===== src/iefp_map.vh =====
// register indices, byte addresses, field positions and reset values of the bank
`ifndef IEFP_MAP_VH
`define IEFP_MAP_VH

`define IEFP_ADDR_W              20
`define IEFP_DATA_W              32
`define IEFP_REG_W               8

`define IEFP_IDX_SRC_EN          20'hFF23
`define IEFP_IDX_TB_FLAGS        20'hFF24
`define IEFP_IDX_SRC_FLAGS       20'hFF25
`define IEFP_IDX_CM_PRIO         20'hFF28
`define IEFP_IDX_CM_EN           20'hFF2A
`define IEFP_IDX_CM_FLAGS        20'hFF2C

`define IEFP_ADR_SRC_EN          20'h3FC8C
`define IEFP_ADR_TB_FLAGS        20'h3FC90
`define IEFP_ADR_SRC_FLAGS       20'h3FC94
`define IEFP_ADR_CM_PRIO         20'h3FCA0
`define IEFP_ADR_CM_EN           20'h3FCA8
`define IEFP_ADR_CM_FLAGS        20'h3FCB0

`define IEFP_SRC_TIMER_ONE       7
`define IEFP_SRC_TIMER_ZERO      6
`define IEFP_SRC_SINGLE_LINE     5
`define IEFP_SRC_UPPER_GROUP     4
`define IEFP_SRC_LOWER_GROUP     3
`define IEFP_SRC_SERIAL_ERROR    2
`define IEFP_SRC_SERIAL_RECEIVE  1
`define IEFP_SRC_SERIAL_TRANSMIT 0
`define IEFP_SRC_COUNT           8

`define IEFP_TB_SW_HUNDRED       6
`define IEFP_TB_SW_TEN           5
`define IEFP_TB_SW_ONE           4
`define IEFP_TB_CT_32HZ          3
`define IEFP_TB_CT_8HZ           2
`define IEFP_TB_CT_2HZ           1
`define IEFP_TB_CT_1HZ           0
`define IEFP_TB_COUNT            7

`define IEFP_CONV_PRIO_HI        7
`define IEFP_CONV_PRIO_LO        6
`define IEFP_MEL_PRIO_HI         5
`define IEFP_MEL_PRIO_LO         4
`define IEFP_CONV_BIT            7
`define IEFP_MEL_BIT             6
`define IEFP_CM_COUNT            2

`define IEFP_RST_SRC_EN          8'h00
`define IEFP_RST_TB_FLAGS        7'h00
`define IEFP_RST_SRC_FLAGS       8'h00
`define IEFP_RST_PRIO            2'h0
`define IEFP_RST_CM_EN           2'h0
`define IEFP_RST_CM_FLAGS        2'h0

`endif


===== src/iefp_top.v =====
// interrupt enable, factor flag and priority register bank behind an apb slave
`timescale 1ns/100ps
`include "iefp_map.vh"
module iefp_top #(
	parameter ADDR_W = `IEFP_ADDR_W,
	parameter DATA_W = `IEFP_DATA_W
) (
	// clock and reset
	input  wire                       mclk,
	input  wire                       reset_n,
	// apb slave
	input  wire                       psel,
	input  wire                       penable,
	input  wire                       pwrite,
	input  wire [ADDR_W-1:0]          paddr,
	input  wire [DATA_W-1:0]          pwdata,
	input  wire [3:0]                 pstrb,
	output wire                       pready,
	output reg  [DATA_W-1:0]          prdata,
	output reg                        pslverr,
	// factor sources, one-cycle pulses
	input  wire [`IEFP_TB_COUNT-1:0]  timebase_event,
	input  wire [`IEFP_SRC_COUNT-1:0] source_event,
	input  wire                       converter_event,
	input  wire                       melody_event,
	// requests toward the cpu
	output reg  [`IEFP_SRC_COUNT-1:0] source_irq_req,
	output reg                        converter_irq_req,
	output reg                        melody_irq_req,
	output reg  [`IEFP_TB_COUNT-1:0]  timebase_factor,
	// priority levels
	output reg  [1:0]                 converter_priority,
	output reg  [1:0]                 melody_priority
);
	// register state
	reg  [`IEFP_SRC_COUNT-1:0] source_enable;
	reg  [1:0]                 conv_prio;
	reg  [1:0]                 mel_prio;
	reg                        converter_irq_enable;
	reg                        melody_irq_enable;
	wire [`IEFP_TB_COUNT-1:0]  tb_flags;
	wire [`IEFP_SRC_COUNT-1:0] src_flags;
	wire [`IEFP_CM_COUNT-1:0]  cm_flags;

	// named views of the source enables and flags
	wire timer_one_irq_enable        = source_enable[`IEFP_SRC_TIMER_ONE];
	wire timer_zero_irq_enable       = source_enable[`IEFP_SRC_TIMER_ZERO];
	wire single_line_irq_enable      = source_enable[`IEFP_SRC_SINGLE_LINE];
	wire upper_group_irq_enable      = source_enable[`IEFP_SRC_UPPER_GROUP];
	wire lower_group_irq_enable      = source_enable[`IEFP_SRC_LOWER_GROUP];
	wire serial_error_irq_enable     = source_enable[`IEFP_SRC_SERIAL_ERROR];
	wire serial_receive_irq_enable   = source_enable[`IEFP_SRC_SERIAL_RECEIVE];
	wire serial_transmit_irq_enable  = source_enable[`IEFP_SRC_SERIAL_TRANSMIT];
	wire timer_one_factor_flag       = src_flags[`IEFP_SRC_TIMER_ONE];
	wire timer_zero_factor_flag      = src_flags[`IEFP_SRC_TIMER_ZERO];
	wire single_line_factor_flag     = src_flags[`IEFP_SRC_SINGLE_LINE];
	wire upper_group_factor_flag     = src_flags[`IEFP_SRC_UPPER_GROUP];
	wire lower_group_factor_flag     = src_flags[`IEFP_SRC_LOWER_GROUP];
	wire serial_error_factor_flag    = src_flags[`IEFP_SRC_SERIAL_ERROR];
	wire serial_receive_factor_flag  = src_flags[`IEFP_SRC_SERIAL_RECEIVE];
	wire serial_transmit_factor_flag = src_flags[`IEFP_SRC_SERIAL_TRANSMIT];
	wire converter_factor_flag       = cm_flags[1];
	wire melody_factor_flag          = cm_flags[0];

	// apb phases
	wire setup_phase  = psel && !penable;
	wire access_phase = psel && penable;
	wire lane0        = pstrb[0];

	// zero wait states; read data was captured at the setup edge
	assign pready = 1'b1;

	// address decode
	wire hit_src_en    = (paddr == `IEFP_ADR_SRC_EN);
	wire hit_tb_flags  = (paddr == `IEFP_ADR_TB_FLAGS);
	wire hit_src_flags = (paddr == `IEFP_ADR_SRC_FLAGS);
	wire hit_cm_prio   = (paddr == `IEFP_ADR_CM_PRIO);
	wire hit_cm_en     = (paddr == `IEFP_ADR_CM_EN);
	wire hit_cm_flags  = (paddr == `IEFP_ADR_CM_FLAGS);
	wire hit_any       = hit_src_en | hit_tb_flags | hit_src_flags |
	                     hit_cm_prio | hit_cm_en | hit_cm_flags;

	// a write takes effect only on the completing access edge, low lane strobed
	wire wr_commit = access_phase && pwrite && lane0;
	wire wr_src_en    = wr_commit && hit_src_en;
	wire wr_tb_flags  = wr_commit && hit_tb_flags;
	wire wr_src_flags = wr_commit && hit_src_flags;
	wire wr_cm_prio   = wr_commit && hit_cm_prio;
	wire wr_cm_en     = wr_commit && hit_cm_en;
	wire wr_cm_flags  = wr_commit && hit_cm_flags;

	// write data fields; only the low byte carries anything
	wire [`IEFP_SRC_COUNT-1:0] next_source_enable;
	wire [1:0]                 next_conv_prio;
	wire [1:0]                 next_mel_prio;
	wire                       next_conv_enable;
	wire                       next_mel_enable;
	wire [`IEFP_TB_COUNT-1:0]  tb_clear_mask;
	wire [`IEFP_SRC_COUNT-1:0] src_clear_mask;
	wire [`IEFP_CM_COUNT-1:0]  cm_clear_mask;
	assign next_source_enable = pwdata[`IEFP_SRC_COUNT-1:0];
	assign next_conv_prio     = pwdata[`IEFP_CONV_PRIO_HI:`IEFP_CONV_PRIO_LO];
	assign next_mel_prio      = pwdata[`IEFP_MEL_PRIO_HI:`IEFP_MEL_PRIO_LO];
	assign next_conv_enable   = pwdata[`IEFP_CONV_BIT];
	assign next_mel_enable    = pwdata[`IEFP_MEL_BIT];
	assign tb_clear_mask      = pwdata[`IEFP_TB_COUNT-1:0];
	assign src_clear_mask     = pwdata[`IEFP_SRC_COUNT-1:0];
	assign cm_clear_mask      = pwdata[`IEFP_CONV_BIT:`IEFP_MEL_BIT];

	always @(posedge mclk or negedge reset_n) begin
		if (!reset_n) begin
			source_enable <= `IEFP_RST_SRC_EN;
		end else if (wr_src_en) begin
			source_enable <= next_source_enable;
		end
	end

	always @(posedge mclk or negedge reset_n) begin
		if (!reset_n) begin
			conv_prio <= `IEFP_RST_PRIO;
		end else if (wr_cm_prio) begin
			conv_prio <= next_conv_prio;
		end
	end

	// low bits of the word dropped
	always @(posedge mclk or negedge reset_n) begin
		if (!reset_n) begin
			mel_prio <= `IEFP_RST_PRIO;
		end else if (wr_cm_prio) begin
			mel_prio <= next_mel_prio;
		end
	end

	always @(posedge mclk or negedge reset_n) begin
		if (!reset_n) begin
			converter_irq_enable <= 1'b0;
		end else if (wr_cm_en) begin
			converter_irq_enable <= next_conv_enable;
		end
	end

	always @(posedge mclk or negedge reset_n) begin
		if (!reset_n) begin
			melody_irq_enable <= 1'b0;
		end else if (wr_cm_en) begin
			melody_irq_enable <= next_mel_enable;
		end
	end

	// timebase flags, seven wide so bit 7 has no storage
	iefp_flag_bank #(
		.WIDTH(`IEFP_TB_COUNT)
	) u_tb_flags (
		.mclk        (mclk),
		.reset_n     (reset_n),
		.set_pulse   (timebase_event),
		.clear_strobe(wr_tb_flags),
		.clear_mask  (tb_clear_mask),
		.flags       (tb_flags)
	);

	iefp_flag_bank #(
		.WIDTH(`IEFP_SRC_COUNT)
	) u_src_flags (
		.mclk        (mclk),
		.reset_n     (reset_n),
		.set_pulse   (source_event),
		.clear_strobe(wr_src_flags),
		.clear_mask  (src_clear_mask),
		.flags       (src_flags)
	);

	iefp_flag_bank #(
		.WIDTH(`IEFP_CM_COUNT)
	) u_cm_flags (
		.mclk        (mclk),
		.reset_n     (reset_n),
		.set_pulse   ({converter_event, melody_event}),
		.clear_strobe(wr_cm_flags),
		.clear_mask  (cm_clear_mask),
		.flags       (cm_flags)
	);

	// read mux
	reg [`IEFP_REG_W-1:0] next_read;
	always @* begin
		next_read = 8'h00;
		case (1'b1)
			hit_src_en: begin
				next_read = {timer_one_irq_enable, timer_zero_irq_enable,
				             single_line_irq_enable, upper_group_irq_enable,
				             lower_group_irq_enable, serial_error_irq_enable,
				             serial_receive_irq_enable, serial_transmit_irq_enable};
			end
			hit_tb_flags: begin
				next_read = {1'b0, tb_flags};
			end
			hit_src_flags: begin
				next_read = {timer_one_factor_flag, timer_zero_factor_flag,
				             single_line_factor_flag, upper_group_factor_flag,
				             lower_group_factor_flag, serial_error_factor_flag,
				             serial_receive_factor_flag, serial_transmit_factor_flag};
			end
			hit_cm_prio: begin
				next_read = {conv_prio, mel_prio, 4'h0};
			end
			hit_cm_en: begin
				next_read = {converter_irq_enable, melody_irq_enable, 6'h00};
			end
			hit_cm_flags: begin
				next_read = {converter_factor_flag, melody_factor_flag, 6'h00};
			end
			default: begin
				next_read = 8'h00;
			end
		endcase
	end

	// read data captured at the setup edge so it stands through access;
	// the trade: a flag set during the access cycle shows on the next read
	always @(posedge mclk or negedge reset_n) begin
		if (!reset_n) begin
			prdata <= 32'h00000000;
		end else if (setup_phase) begin
			// writes read back zero
			prdata <= pwrite ? 32'h00000000 : {24'h000000, next_read};
		end
	end

	// unmapped offsets answer with an error, zero data and no write
	always @(posedge mclk or negedge reset_n) begin
		if (!reset_n) begin
			pslverr <= 1'b0;
		end else if (setup_phase) begin
			pslverr <= !hit_any;
		end
	end

	wire [`IEFP_SRC_COUNT-1:0] next_source_irq_req;
	wire                       next_converter_irq_req;
	wire                       next_melody_irq_req;
	genvar s;
	generate
		for (s = 0; s < `IEFP_SRC_COUNT; s = s + 1) begin : g_src_req
			assign next_source_irq_req[s] = src_flags[s] & source_enable[s];
		end
	endgenerate
	// converter and melody requests gated alike
	assign next_converter_irq_req = converter_factor_flag & converter_irq_enable;
	assign next_melody_irq_req    = melody_factor_flag & melody_irq_enable;

	// requests come from flops: one cycle of latency bought for clean outputs
	always @(posedge mclk or negedge reset_n) begin
		if (!reset_n) begin
			source_irq_req <= 8'h00;
		end else begin
			source_irq_req <= next_source_irq_req;
		end
	end

	always @(posedge mclk or negedge reset_n) begin
		if (!reset_n) begin
			converter_irq_req <= 1'b0;
		end else begin
			converter_irq_req <= next_converter_irq_req;
		end
	end

	always @(posedge mclk or negedge reset_n) begin
		if (!reset_n) begin
			melody_irq_req <= 1'b0;
		end else begin
			melody_irq_req <= next_melody_irq_req;
		end
	end

	// timebase flags leave raw; their enables live outside this bank
	always @(posedge mclk or negedge reset_n) begin
		if (!reset_n) begin
			timebase_factor <= 7'h00;
		end else begin
			timebase_factor <= tb_flags;
		end
	end

	always @(posedge mclk or negedge reset_n) begin
		if (!reset_n) begin
			converter_priority <= 2'h0;
		end else begin
			converter_priority <= conv_prio;
		end
	end

	always @(posedge mclk or negedge reset_n) begin
		if (!reset_n) begin
			melody_priority <= 2'h0;
		end else begin
			melody_priority <= mel_prio;
		end
	end
endmodule


===== src/iefp_flag_bank.v =====
// bank of sticky factor flags, set by source pulses, cleared by writing one
`timescale 1ns/100ps
module iefp_flag_bank #(
	parameter WIDTH = 8
) (
	// clock and reset
	input  wire             mclk,
	input  wire             reset_n,
	// source events
	input  wire [WIDTH-1:0] set_pulse,
	// software clear
	input  wire             clear_strobe,
	input  wire [WIDTH-1:0] clear_mask,
	// flag state
	output wire [WIDTH-1:0] flags
);
	genvar i;
	generate
		for (i = 0; i < WIDTH; i = i + 1) begin : g_flag
			// each bit owns its flop so no vector has several drivers
			reg flag;
			always @(posedge mclk or negedge reset_n) begin
				if (!reset_n) begin
					flag <= 1'b0;
				// source sets flag; set beats a clear in the same cycle
				end else if (set_pulse[i]) begin
					flag <= 1'b1;
				end else if (clear_strobe && clear_mask[i]) begin
					flag <= 1'b0;
				end
			end
			assign flags[i] = flag;
		end
	endgenerate
endmodule


===== config.mk =====
export PLATFORM = sky130hd
export DESIGN_NAME = iefp_top
export DESIGN_NICKNAME = d
export VERILOG_FILES = /design/src/iefp_top.v /design/src/iefp_flag_bank.v
export VERILOG_INCLUDE_DIRS = /design/src /design/src/src
export SDC_FILE = /design/constraint.sdc
export NUM_CORES = 1
export LEC_CHECK = 0
export ABC_AREA = 1
export BUFFER_PORTS_ARGS = -buffer_cell sky130_fd_sc_hd__buf_4
export CAP_MARGIN = 10
export CORE_ASPECT_RATIO = 1.25
export CORE_UTILIZATION = 47
export CTS_CLUSTER_SIZE = 20
export DETAILED_ROUTE_END_ITERATION = 7
export PLACE_DENSITY = 0.8
export SYNTH_ARGS = -nofsm -noshare
export SYNTH_HDL_FRONTEND = slang
export SYNTH_SLANG_ARGS = --single-unit

===== constraint.sdc =====
create_clock -name mclk -period 1.01 [get_ports mclk]
set_input_delay 0.202 -clock mclk [delete_from_list [all_inputs] [get_ports mclk]]
set_output_delay 0.202 -clock mclk [all_outputs]
set_load 0.01 [all_outputs]

==> run_results.csv, run 1 <==
group,metric,value,unit
clock_network,clockBufferDepth,2,
route,avgRoutedWirePerCell,12.7,um
setup_path,cp_common_cell,"nand2_2",
clock_network,cts_made_buffers,9,
layout,area_growth,45.8,%
timing,finalCritPeriodShare,110,%
setup_path,cp.required,1.30,ns
placed_design,hpwl,5170,um
die,die_x,73.2,um
logic_synthesis,yosys_warnings,0,
timing,max_freq,897,MHz
timing,finalWorstSetupSlack,-0.104,ns
placed_design,io_buffers,80,
layout,design.final.nets,553,
route,first_pass_iters,4,
global_route,grt_overflow,0,
job,max_cap_violations,0,
route,route.vias.total,2631,
route,drc,0,
logic_synthesis,synth_cells,354,
clock_network,cts_root_buffer,"clkbuf_8",
setup_path,max_stage_delay,0.24,ns
layout,layout_common_cells,"nand2_1, buf_4, dfrtp_1",
setup_path,crit_buf_inv,3,
setup_path,crit_slowest_cell,"nor3_4",
logic_synthesis,synth_cell_types,30,
global_route,antenna_found_initial,0,
logic_synthesis,syn_area_per_cell,8.42,um2
pwr,ir_drop,870,uV
layout,fillers,485,
route,drtIter0Drc,136,
setup_path,crit_path_end_kind,"flop",
route,ant_nets,0,
logic_synthesis,ys_ff_latch,61,
timing,finalCriticalPeriod,1.11,ns
pwr,p_per_area,1140,nW/um2
setup_path,cp.arrival,1.40,ns
placed_design,dp_cells,538,
logic_synthesis,ys_seq_area_share,51.2,%
placed_design,gp_congestion,0.847,
min_path,hold_class,"input pin to flop",
timing,fin_worst_skew,0.00605,ns
global_route,grt_pass1_vias,2714,
timing,rsz0062_at_grt,"true",
timing,tns,-1.99,ns
die,coreArea,6130,um2
die,start_util,48.6,%
layout,final_cells,564,
timing,finalHoldViolCount,0,
global_route,grt_usage,24.2,%
logic_synthesis,mappedNetlistArea,2980,um2
setup_path,crit_path_start_kind,"input pin",
clock_network,cts_max_level,3,
setup_path,crit_path_max_fanout,4,
route,viasPerCell,4.66,
die,die_y,91.0,um
timing,setup_viol,46,
die,rows,32,
timing,slew_viol_final,0,
setup_path,critPathKind,"input pin to flop",
status,outcome,"finished, violations left",
layout,diodes,0,
setup_path,cp_top_family,"simple AND/OR/NAND/NOR gates",
global_route,grt_pass1_wl,12100,um
die,io_pins,133,
clock_network,worstSkewPairLatency,0.35,ns
die,die-area,6660,um2
route,drt_wl_total,7170,um
status,failed_checks,"negative setup slack",
setup_path,path_cells,"buf_6 > nor2_4 > nand2_4 > nor3_4 > nand2_2 > inv_4 > buf_6 > nand2_4 > nand3_2 > nand2_2 > nand2_2",
layout,drive_gt1_share,40.5,%
pwr,p_leak,2.37,nW
clock_network,cts_sinks,61,
clock_network,cts_tree,"built",
clock_network,clk_pin_slew,0.06,ns
layout,layout_commonest_cell,"nand2_1",
global_route,grt_max_degree,57,
worst min-delay path: stages:
cell	delay (ns)
buf_4	0.08
inv_1	0.03
nand2_1	0.04
through the flow:
stage / utilization [%] / instance area [um2] / hold slack [ns] / power [mW] / setup slack, ns
finish: 70.9 / 4340 / 0.0339 / 4.96 / -0.104
global route: 70.9 / 4340 / 0.0435 / 5.15 / -0.195
CTS: 69.8 / 4270 / 0.0283 / 4.98 / -0.0899
detailed placement: 61.8 / 3790 / 0.0190 / 2.93 / -0.499
global placement: 61.8 / 3790 / 0.0171 / 2.92 / -0.426
floorplan: - / 3100 / -0.0936 / 2.72 / -0.198
routing by layer:
metal | vias to the layer above | part of all wire, % | GRT usage [%]
met3 | 19 | 4.4 | 5.44
met2 | 90 | 55 | 42.1
met5 | - | 0 | 0
met1 | 1234 | 38 | 27.3
li1 | 1288 | - | -
met4 | 0 | 2.8 | 11.8
sequential cells by signal, indices dropped and copies added (netlist names):
register	count
converter_irq_enable	1
source_enable	8
u_src_flags.g_flag.flag	8
mel_prio	2
timebase_factor	7
u_tb_flags.g_flag.flag	7
prdata	8
melody_irq_enable	1
melody_priority	2
conv_prio	2
source_irq_req	8
melody_irq_req	1
converter_priority	2
pslverr	1
converter_irq_req	1
u_cm_flags.g_flag.flag	2
cell type report:
type | instances | area, um2 | area share (%)
Sequential cell | 61 | 1530 | 35.1
Multi-Input combinational cell | 232 | 1310 | 30.1
Timing Repair Buffer | 114 | 1000 | 23.1
Inverter | 57 | 221 | 5.10
Clock buffer | 10 | 128 | 2.94
Tap cell | 85 | 106 | 2.45
Clock inverter | 5 | 52.6 | 1.21
cells in the mapped netlist:
library cell  number  area (um2)
nor2_2             4        25.0
o31ai_1            3        22.5
o21ai_1            6        30.0
clkbuf_1           1        3.75
nor2_4             3        33.8
or2_0              1        6.26
nor3_1             3        15.0
nand4_1           10        62.6
nor4_2             1        12.5
dfrtp_1           61        1530
nand3_1           13        65.1
inv_2              3        11.3
nor3_4             1        16.3
nor3_2             1        10.0
nor2_1            15        56.3
buf_4             25         188
inv_1             53         199
inv_4              1        6.26
nand3_4            1        17.5
o21ai_0           17        85.1
conb_1             2        7.51
o21ai_2            8        70.1
nand2_4            2        22.5
o21bai_1           1        7.51
and2_4             1        8.76
nand2_2            7        43.8
buf_6              1        11.3
nand2_1          106         398
a21boi_1           1        7.51
a21oi_1            2        10.0
logic make-up (layout without fill, tap and decap cells):
family	count (synthesis)	count (layout)	share of synthesized area (%)
AND/OR/NAND/NOR	169	169	26.6
buffers and inverters	84	186	14.1
flip-flops	61	61	51.2
AO/OA/AOI/OAI	38	38	7.81
other	2	25	0.252
what timing repair did:
item | in CTS | in global routing
hold endpoints to repair | 61 | 0
hold buffers | 1 | 0
setup buffers | 7 | 3
pin swaps | 14 | 8
resized for setup | 66 | 16
setup endpoints to repair | 68 | 70
final timing paths:
kind / endpoint / slack (ns) / depth (start not counted) / from
worst max-delay path: prdata[2] / -0.10 / 11 / paddr[0]
min in group asynchronous: converter_irq_enable / 0.22 / 2 / reset_n
worst min-delay path: u_cm_flags.g_flag[0].flag / 0.03 / 3 / melody_event
worst max register to register: prdata[7] / 0.04 / 8 / conv_prio[1]
max in group asynchronous: u_src_flags.g_flag[1].flag / 0.30 / 3 / reset_n
worst min register to register: timebase_factor[6] / 0.40 / 0 / u_tb_flags.g_flag[6].flag
power breakdown:
group          switching (mW)  internal [mW]
logic                   0.257          0.214
clock network           0.929           1.11
registers             0.00320           2.45
total                    1.19           3.77
Note: power is estimated with default switching activity, not from simulation.
==> run 2: changes to the inputs <==
- CORE_UTILIZATION: 47 -> 30
- PLACE_DENSITY: 0.8 -> not set
- SKIP_LAST_GASP: not set -> 1
==> run 2 against run 1 <==
  * The flow still finishes with violations (negative setup slack)
  * Register-to-register slack hardly changed
  * Via count grew 0.11%
  * Flip-flop and latch count is the same
  * Maximum frequency up 0.57%
  * Critical endpoint is now conv_prio[0]
  * Largest cell class unchanged
  * Highest routed layer unchanged
==> run_results.csv, run 2 (same netlist as run 1, synthesis figures left out) <==
group,metric,value,unit
status,outcome,"finished, violations left",
status,failed_checks,"negative setup slack",
clock_network,cts_root_buffer,"clkbuf_16",
pwr,p_per_area,1320,nW/um2
layout,layout_common_cells,"nand2_1, buf_4, dfrtp_1",
die,io_pins,133,
timing,fin_worst_skew,0.00370,ns
clock_network,cts_max_level,3,
route,viasPerCell,4.35,
timing,slew_viol_final,0,
timing,finalHoldViolCount,0,
setup_path,max_stage_delay,0.22,ns
setup_path,crit_path_start_kind,"input pin",
global_route,grt_usage,15.8,%
placed_design,io_buffers,80,
global_route,grt-busiest-layer,"met2",
clock_network,clockBufferDepth,2,
layout,diodes,0,
pwr,switchingPower,1.36,mW
min_path,hold_class,"input pin to flop",
die,start_util,31.0,%
timing,rsz0062_at_grt,"true",
setup_path,cp.arrival,1.31,ns
global_route,grt_max_degree,29,
timing,finalWorstSetupSlack,-0.0980,ns
setup_path,crit_slowest_cell,"and2_4",
setup_path,cp.required,1.21,ns
clock_network,clk_pin_slew,0.05,ns
pwr,p_leak,2.41,nW
clock_network,cts_made_buffers,9,
timing,finalCritPeriodShare,110,%
job,max_cap_violations,0,
global_route,grt_pass1_wl,12500,um
clock_network,worstSkewPairLatency,0.33,ns
route,drt_wl_total,7580,um
global_route,use_met3,3.20,%
pwr,total_power,5.94,mW
die,die_y,113,um
layout,layout_commonest_cell,"nand2_1",
timing,finalCriticalPeriod,1.11,ns
route,route.vias.total,2634,
setup_path,crit_path_max_fanout,8,
placed_design,hpwl,5680,um
die,coreArea,9610,um2
global_route,antenna_found_initial,0,
setup_path,crit_buf_inv,2,
global_route,use_met2,29.0,%
timing,setup_viol,60,
timing,max_freq,902,MHz
pwr,power.share.clock,50.6,%
clock_network,cts_sinks,61,
die,rows,40,
layout,area_growth,51.1,%
placed_design,pre_cts_slack,-0.537,ns
global_route,grt_util_met1,17.2,%
route,first_pass_iters,4,
pwr,intPower,4.59,mW
global_route,grt_pass1_vias,2683,
pwr,ir_drop,857,uV
setup_path,crit_path_end_kind,"flop",
route,drc,0,
layout,design.final.nets,553,
pwr,p_comb_share,8.1,%
global_route,grt_overflow,0,
route,drtIter0Drc,63,
placed_design,gp_congestion,0.880,
setup_path,cp_top_family,"simple AND/OR/NAND/NOR gates",
setup_path,critPathKind,"input pin to flop",
setup_path,path_cells,"buf_6 > inv_2 > nand2_1 > nor2_1 > nand2_2 > nor2_2 > and2_4 > nand2_2 > nand2_1 > o21ai_0",
route,avgRoutedWirePerCell,12.5,um
timing,holdWs,0.0503,ns
pwr,power.share.switching,22.8,%
die,die_x,91.1,um
clock_network,cts_tree,"built",
pwr,seqPwrFrac,41.3,%
layout,drive_gt1_share,39.8,%
route,ant_nets,0,
die,die-area,10300,um2
==> run 2: cell types whose count changed in the layout (fill, tap and decap cells not counted), sizes merged <==
cell,change
buf,-1
clkbuf,+1
clkinv,-1
clkinvlp,+1
nand2,+1
==> run 2: area by class of cell <==
cell class,instances,area [um2]
Sequential cell,61,1530
Clock buffer,11,233
Fill cell,980,5110
Timing Repair Buffer,113,1010
Tap cell,126,158
Multi-Input combinational cell,233,1290
Inverter,57,223
Clock inverter,5,60.1
==> run 2: per-stage QoR <==
step	setup TNS [ns]	instances	util [%]	cell area, um2
after floorplan	-5.70	377	-	3100
after global placement	-16.58	579	40.1	3850
after detailed placement	-17.70	579	40.1	3850
after CTS	-2.12	602	46.3	4450
after global routing	-6.13	606	46.8	4500
final	-1.77	606	46.8	4500
==> run 2: worst reg2reg max path, delay by kind of cell (launching register included) <==
kind	cells	cell delay, ns
simple gates	8	0.46
flops	1	0.40
==> run 2: power by group through the flow <==
stage          registers, mW  clock network [mW]  logic, mW
2_1_floorplan           2.50                   0      0.221
3_5_place_dp            2.50                   0      0.447
6_report                2.46                3.00      0.482
4_1_cts                 2.45                3.07      0.483
5_1_grt                 2.45                3.16      0.532
3_3_place_gp            2.50                   0      0.440
==> run 2: path summary, 6_finish.rpt <==
kind,slack [ns],from,cells after the start,endpoint
max in group asynchronous,0.35,reset_n,3,source_enable[5]
min in group asynchronous,0.27,reset_n,2,melody_irq_enable
worst max register to register,0.04,converter_irq_enable,8,prdata[7]
worst min register to register,0.41,u_tb_flags.g_flag[6].flag,0,timebase_factor[6]
worst max-delay path,-0.1,paddr[9],10,conv_prio[0]
worst min-delay path,0.05,source_event[2],3,u_src_flags.g_flag[2].flag
==> run 2: metal layers <==
metal / vias up / share of wire [%]
met5: - / 0
met4: 0 / 2.6
met3: 18 / 5.3
met2: 77 / 54
met1: 1235 / 38
li1: 1304 / -
==> run 2: repair_timing <==
action                     in CTS  in global routing
cloned                          1                  0
hold endpoints to repair       61                  0
pin swaps                      13                  7
setup endpoints to repair      70                 70
resized for setup              64                  8
buffers inserted                5                  4
hold buffers                    1                  0
==> run 3: changes to the inputs <==
- clock period: 1.01 -> 1.3 ns (I/O delays scaled with it)
==> run 3 against run 2 <==
  * The run now ends clean
  * Flip-flop and latch count did not move
  * Count of clock-buffer cells in the layout rose by 1
  * Clock skew increased by 0.0042 ns
  * Combinational power shrank 30%
==> run_results.csv, run 3 (same netlist as run 1, synthesis figures left out) <==
group,metric,value,unit
status,outcome,"finished, final reports clean",
timing,holdWs,0.112,ns
route,topRoutingLayerUsed,"met4",
clock_network,cts_made_buffers,9,
setup_path,cp.arrival,1.46,ns
timing,slew_viol_final,0,
timing,finalHoldViolCount,0,
die,die-area,10300,um2
global_route,grt_pass1_wl,11600,um
route,viasPerCell,4.25,
placed_design,io_buffers,80,
global_route,grt_max_degree,62,
timing,fin_worst_skew,0.00793,ns
clock_network,cts_root_buffer,"clkbuf_16",
timing,rsz0062_at_grt,"true",
global_route,grt_usage,14.6,%
route,wl_met2,3710,um
route,avgRoutedWirePerCell,12.0,um
global_route,grt_pass1_vias,2495,
setup_path,r2r-start,"u_src_flags.g_flag[4].flag",
setup_path,ff2ff_path_depth,5,
die,start_util,31.0,%
clock_network,clk_pin_slew,0.05,ns
route,wl_met1,2860,um
pwr,ir_drop,833,uV
clock_network,cts_max_level,3,
die,coreArea,9610,um2
route,met3WireLength,374,um
die,io_pins,133,
min_path,holdPathStages,3,
global_route,grt_overflow,0,
route,drt_wl_total,7150,um
timing,finalCriticalPeriod,1.24,ns
setup_path,cp.required,1.52,ns
pwr,p_per_area,1060,nW/um2
route,route.vias.total,2540,
route,drtIter0Drc,115,
pwr,p_leak,2.30,nW
job,max_cap_violations,0,
layout,layout_commonest_cell,"nand2_1",
die,die_y,113,um
route,ant_nets,0,
clock_network,cts_sinks,61,
die,rows,40,
route,drc,0,
setup_path,worstSetupStartpoint,"paddr[0]",
die,die_x,91.1,um
placed_design,dp_cells,580,
layout,fillers,991,
placed_design,gp_congestion,0.878,
layout,area_growth,40.1,%
layout,diodes,0,
layout,drive_gt1_share,34.1,%
layout,final_cells,598,
setup_path,critPathKind,"input pin to flop",
setup_path,crit_path_end_kind,"flop",
clock_network,cts_tree,"built",
timing,tns,0,ns
timing,max_freq,806,MHz
route,first_pass_iters,4,
timing,setup_viol,0,
setup_path,crit_path_start_kind,"input pin",
placed_design,hpwl,5390,um
setup_path,crit_path_max_fanout,6,
min_path,hold_class,"input pin to flop",
clock_network,clockBufferDepth,2,
min_path,hold_start,"timebase_event[2]",
clock_network,worstSkewPairLatency,0.33,ns
timing,finalCritPeriodShare,95.4,%
global_route,antenna_found_initial,0,
layout,layout_common_cells,"nand2_1, buf_4, dfrtp_1",
layout,design.final.nets,546,
## run 3: where the power goes
group | internal (mW) | total (mW) | switching (mW) | leakage [nW]
Sequential | 1.91 | 1.91 | 0.00179 | 0.724
Combinational | 0.154 | 0.338 | 0.185 | 1.44
Clock | 1.38 | 2.17 | 0.795 | 0.135
## run 3: cell type report
cell class	count	area (um2)	area share (%)
Clock inverter	3	21.3	0.510
Multi-Input combinational cell	232	1170	27.9
Tap cell	126	158	3.78
Inverter	57	216	5.19
Timing Repair Buffer	107	830	19.9
Clock buffer	12	256	6.15
Sequential cell	61	1530	36.6
## run 3: timing repair
item | 4_1_cts | 5_1_grt
setup buffers | 0 | 2
gates resized for setup | 0 | 19
hold endpoints to repair | 61 | 0
hold buffers | 1 | 0
endpoints found under the setup margin | 0 | 24
## run 3: layer usage
| metal | GRT usage (%) | vias up |
|---|---|---|
| met5 | 0 | - |
| met4 | 7.94 | 0 |
| met3 | 3.53 | 18 |
| met2 | 25.9 | 85 |
| met1 | 16.2 | 1160 |
| li1 | - | 1277 |
## run 3: critical path, cell delays in order
cell,delay (ns)
buf_6,0.10
nor2_4,0.16
nand3_1,0.15
nor2_2,0.16
nand3_4,0.14
nand2_1,0.21
nor2_1,0.07
nand2_1,0.06
nand2_1,0.04
nand2_1,0.05
nand2_1,0.04
## run 3: per-stage QoR
step | util [%] | instance area [um2] | setup WS, ns | power (mW)
CTS | 42.7 | 4100 | 0.0432 | 4.47
global placement | 39.7 | 3820 | -0.273 | 2.27
global route | 43.4 | 4170 | -0.0583 | 4.59
floorplan | - | 3070 | 0.00616 | 2.11
detailed placement | 39.7 | 3820 | -0.294 | 2.27
finish | 43.4 | 4170 | 0.0597 | 4.42
## run 3: worst paths after layout
path | slack, ns | endpoint
min | 0.11 | u_tb_flags.g_flag[2].flag
max reg2reg | 0.35 | prdata[4]
max in group asynchronous | 0.55 | source_enable[1]
min reg2reg | 0.37 | timebase_factor[6]
max | 0.06 | prdata[7]
min in group asynchronous | 0.46 | converter_irq_req
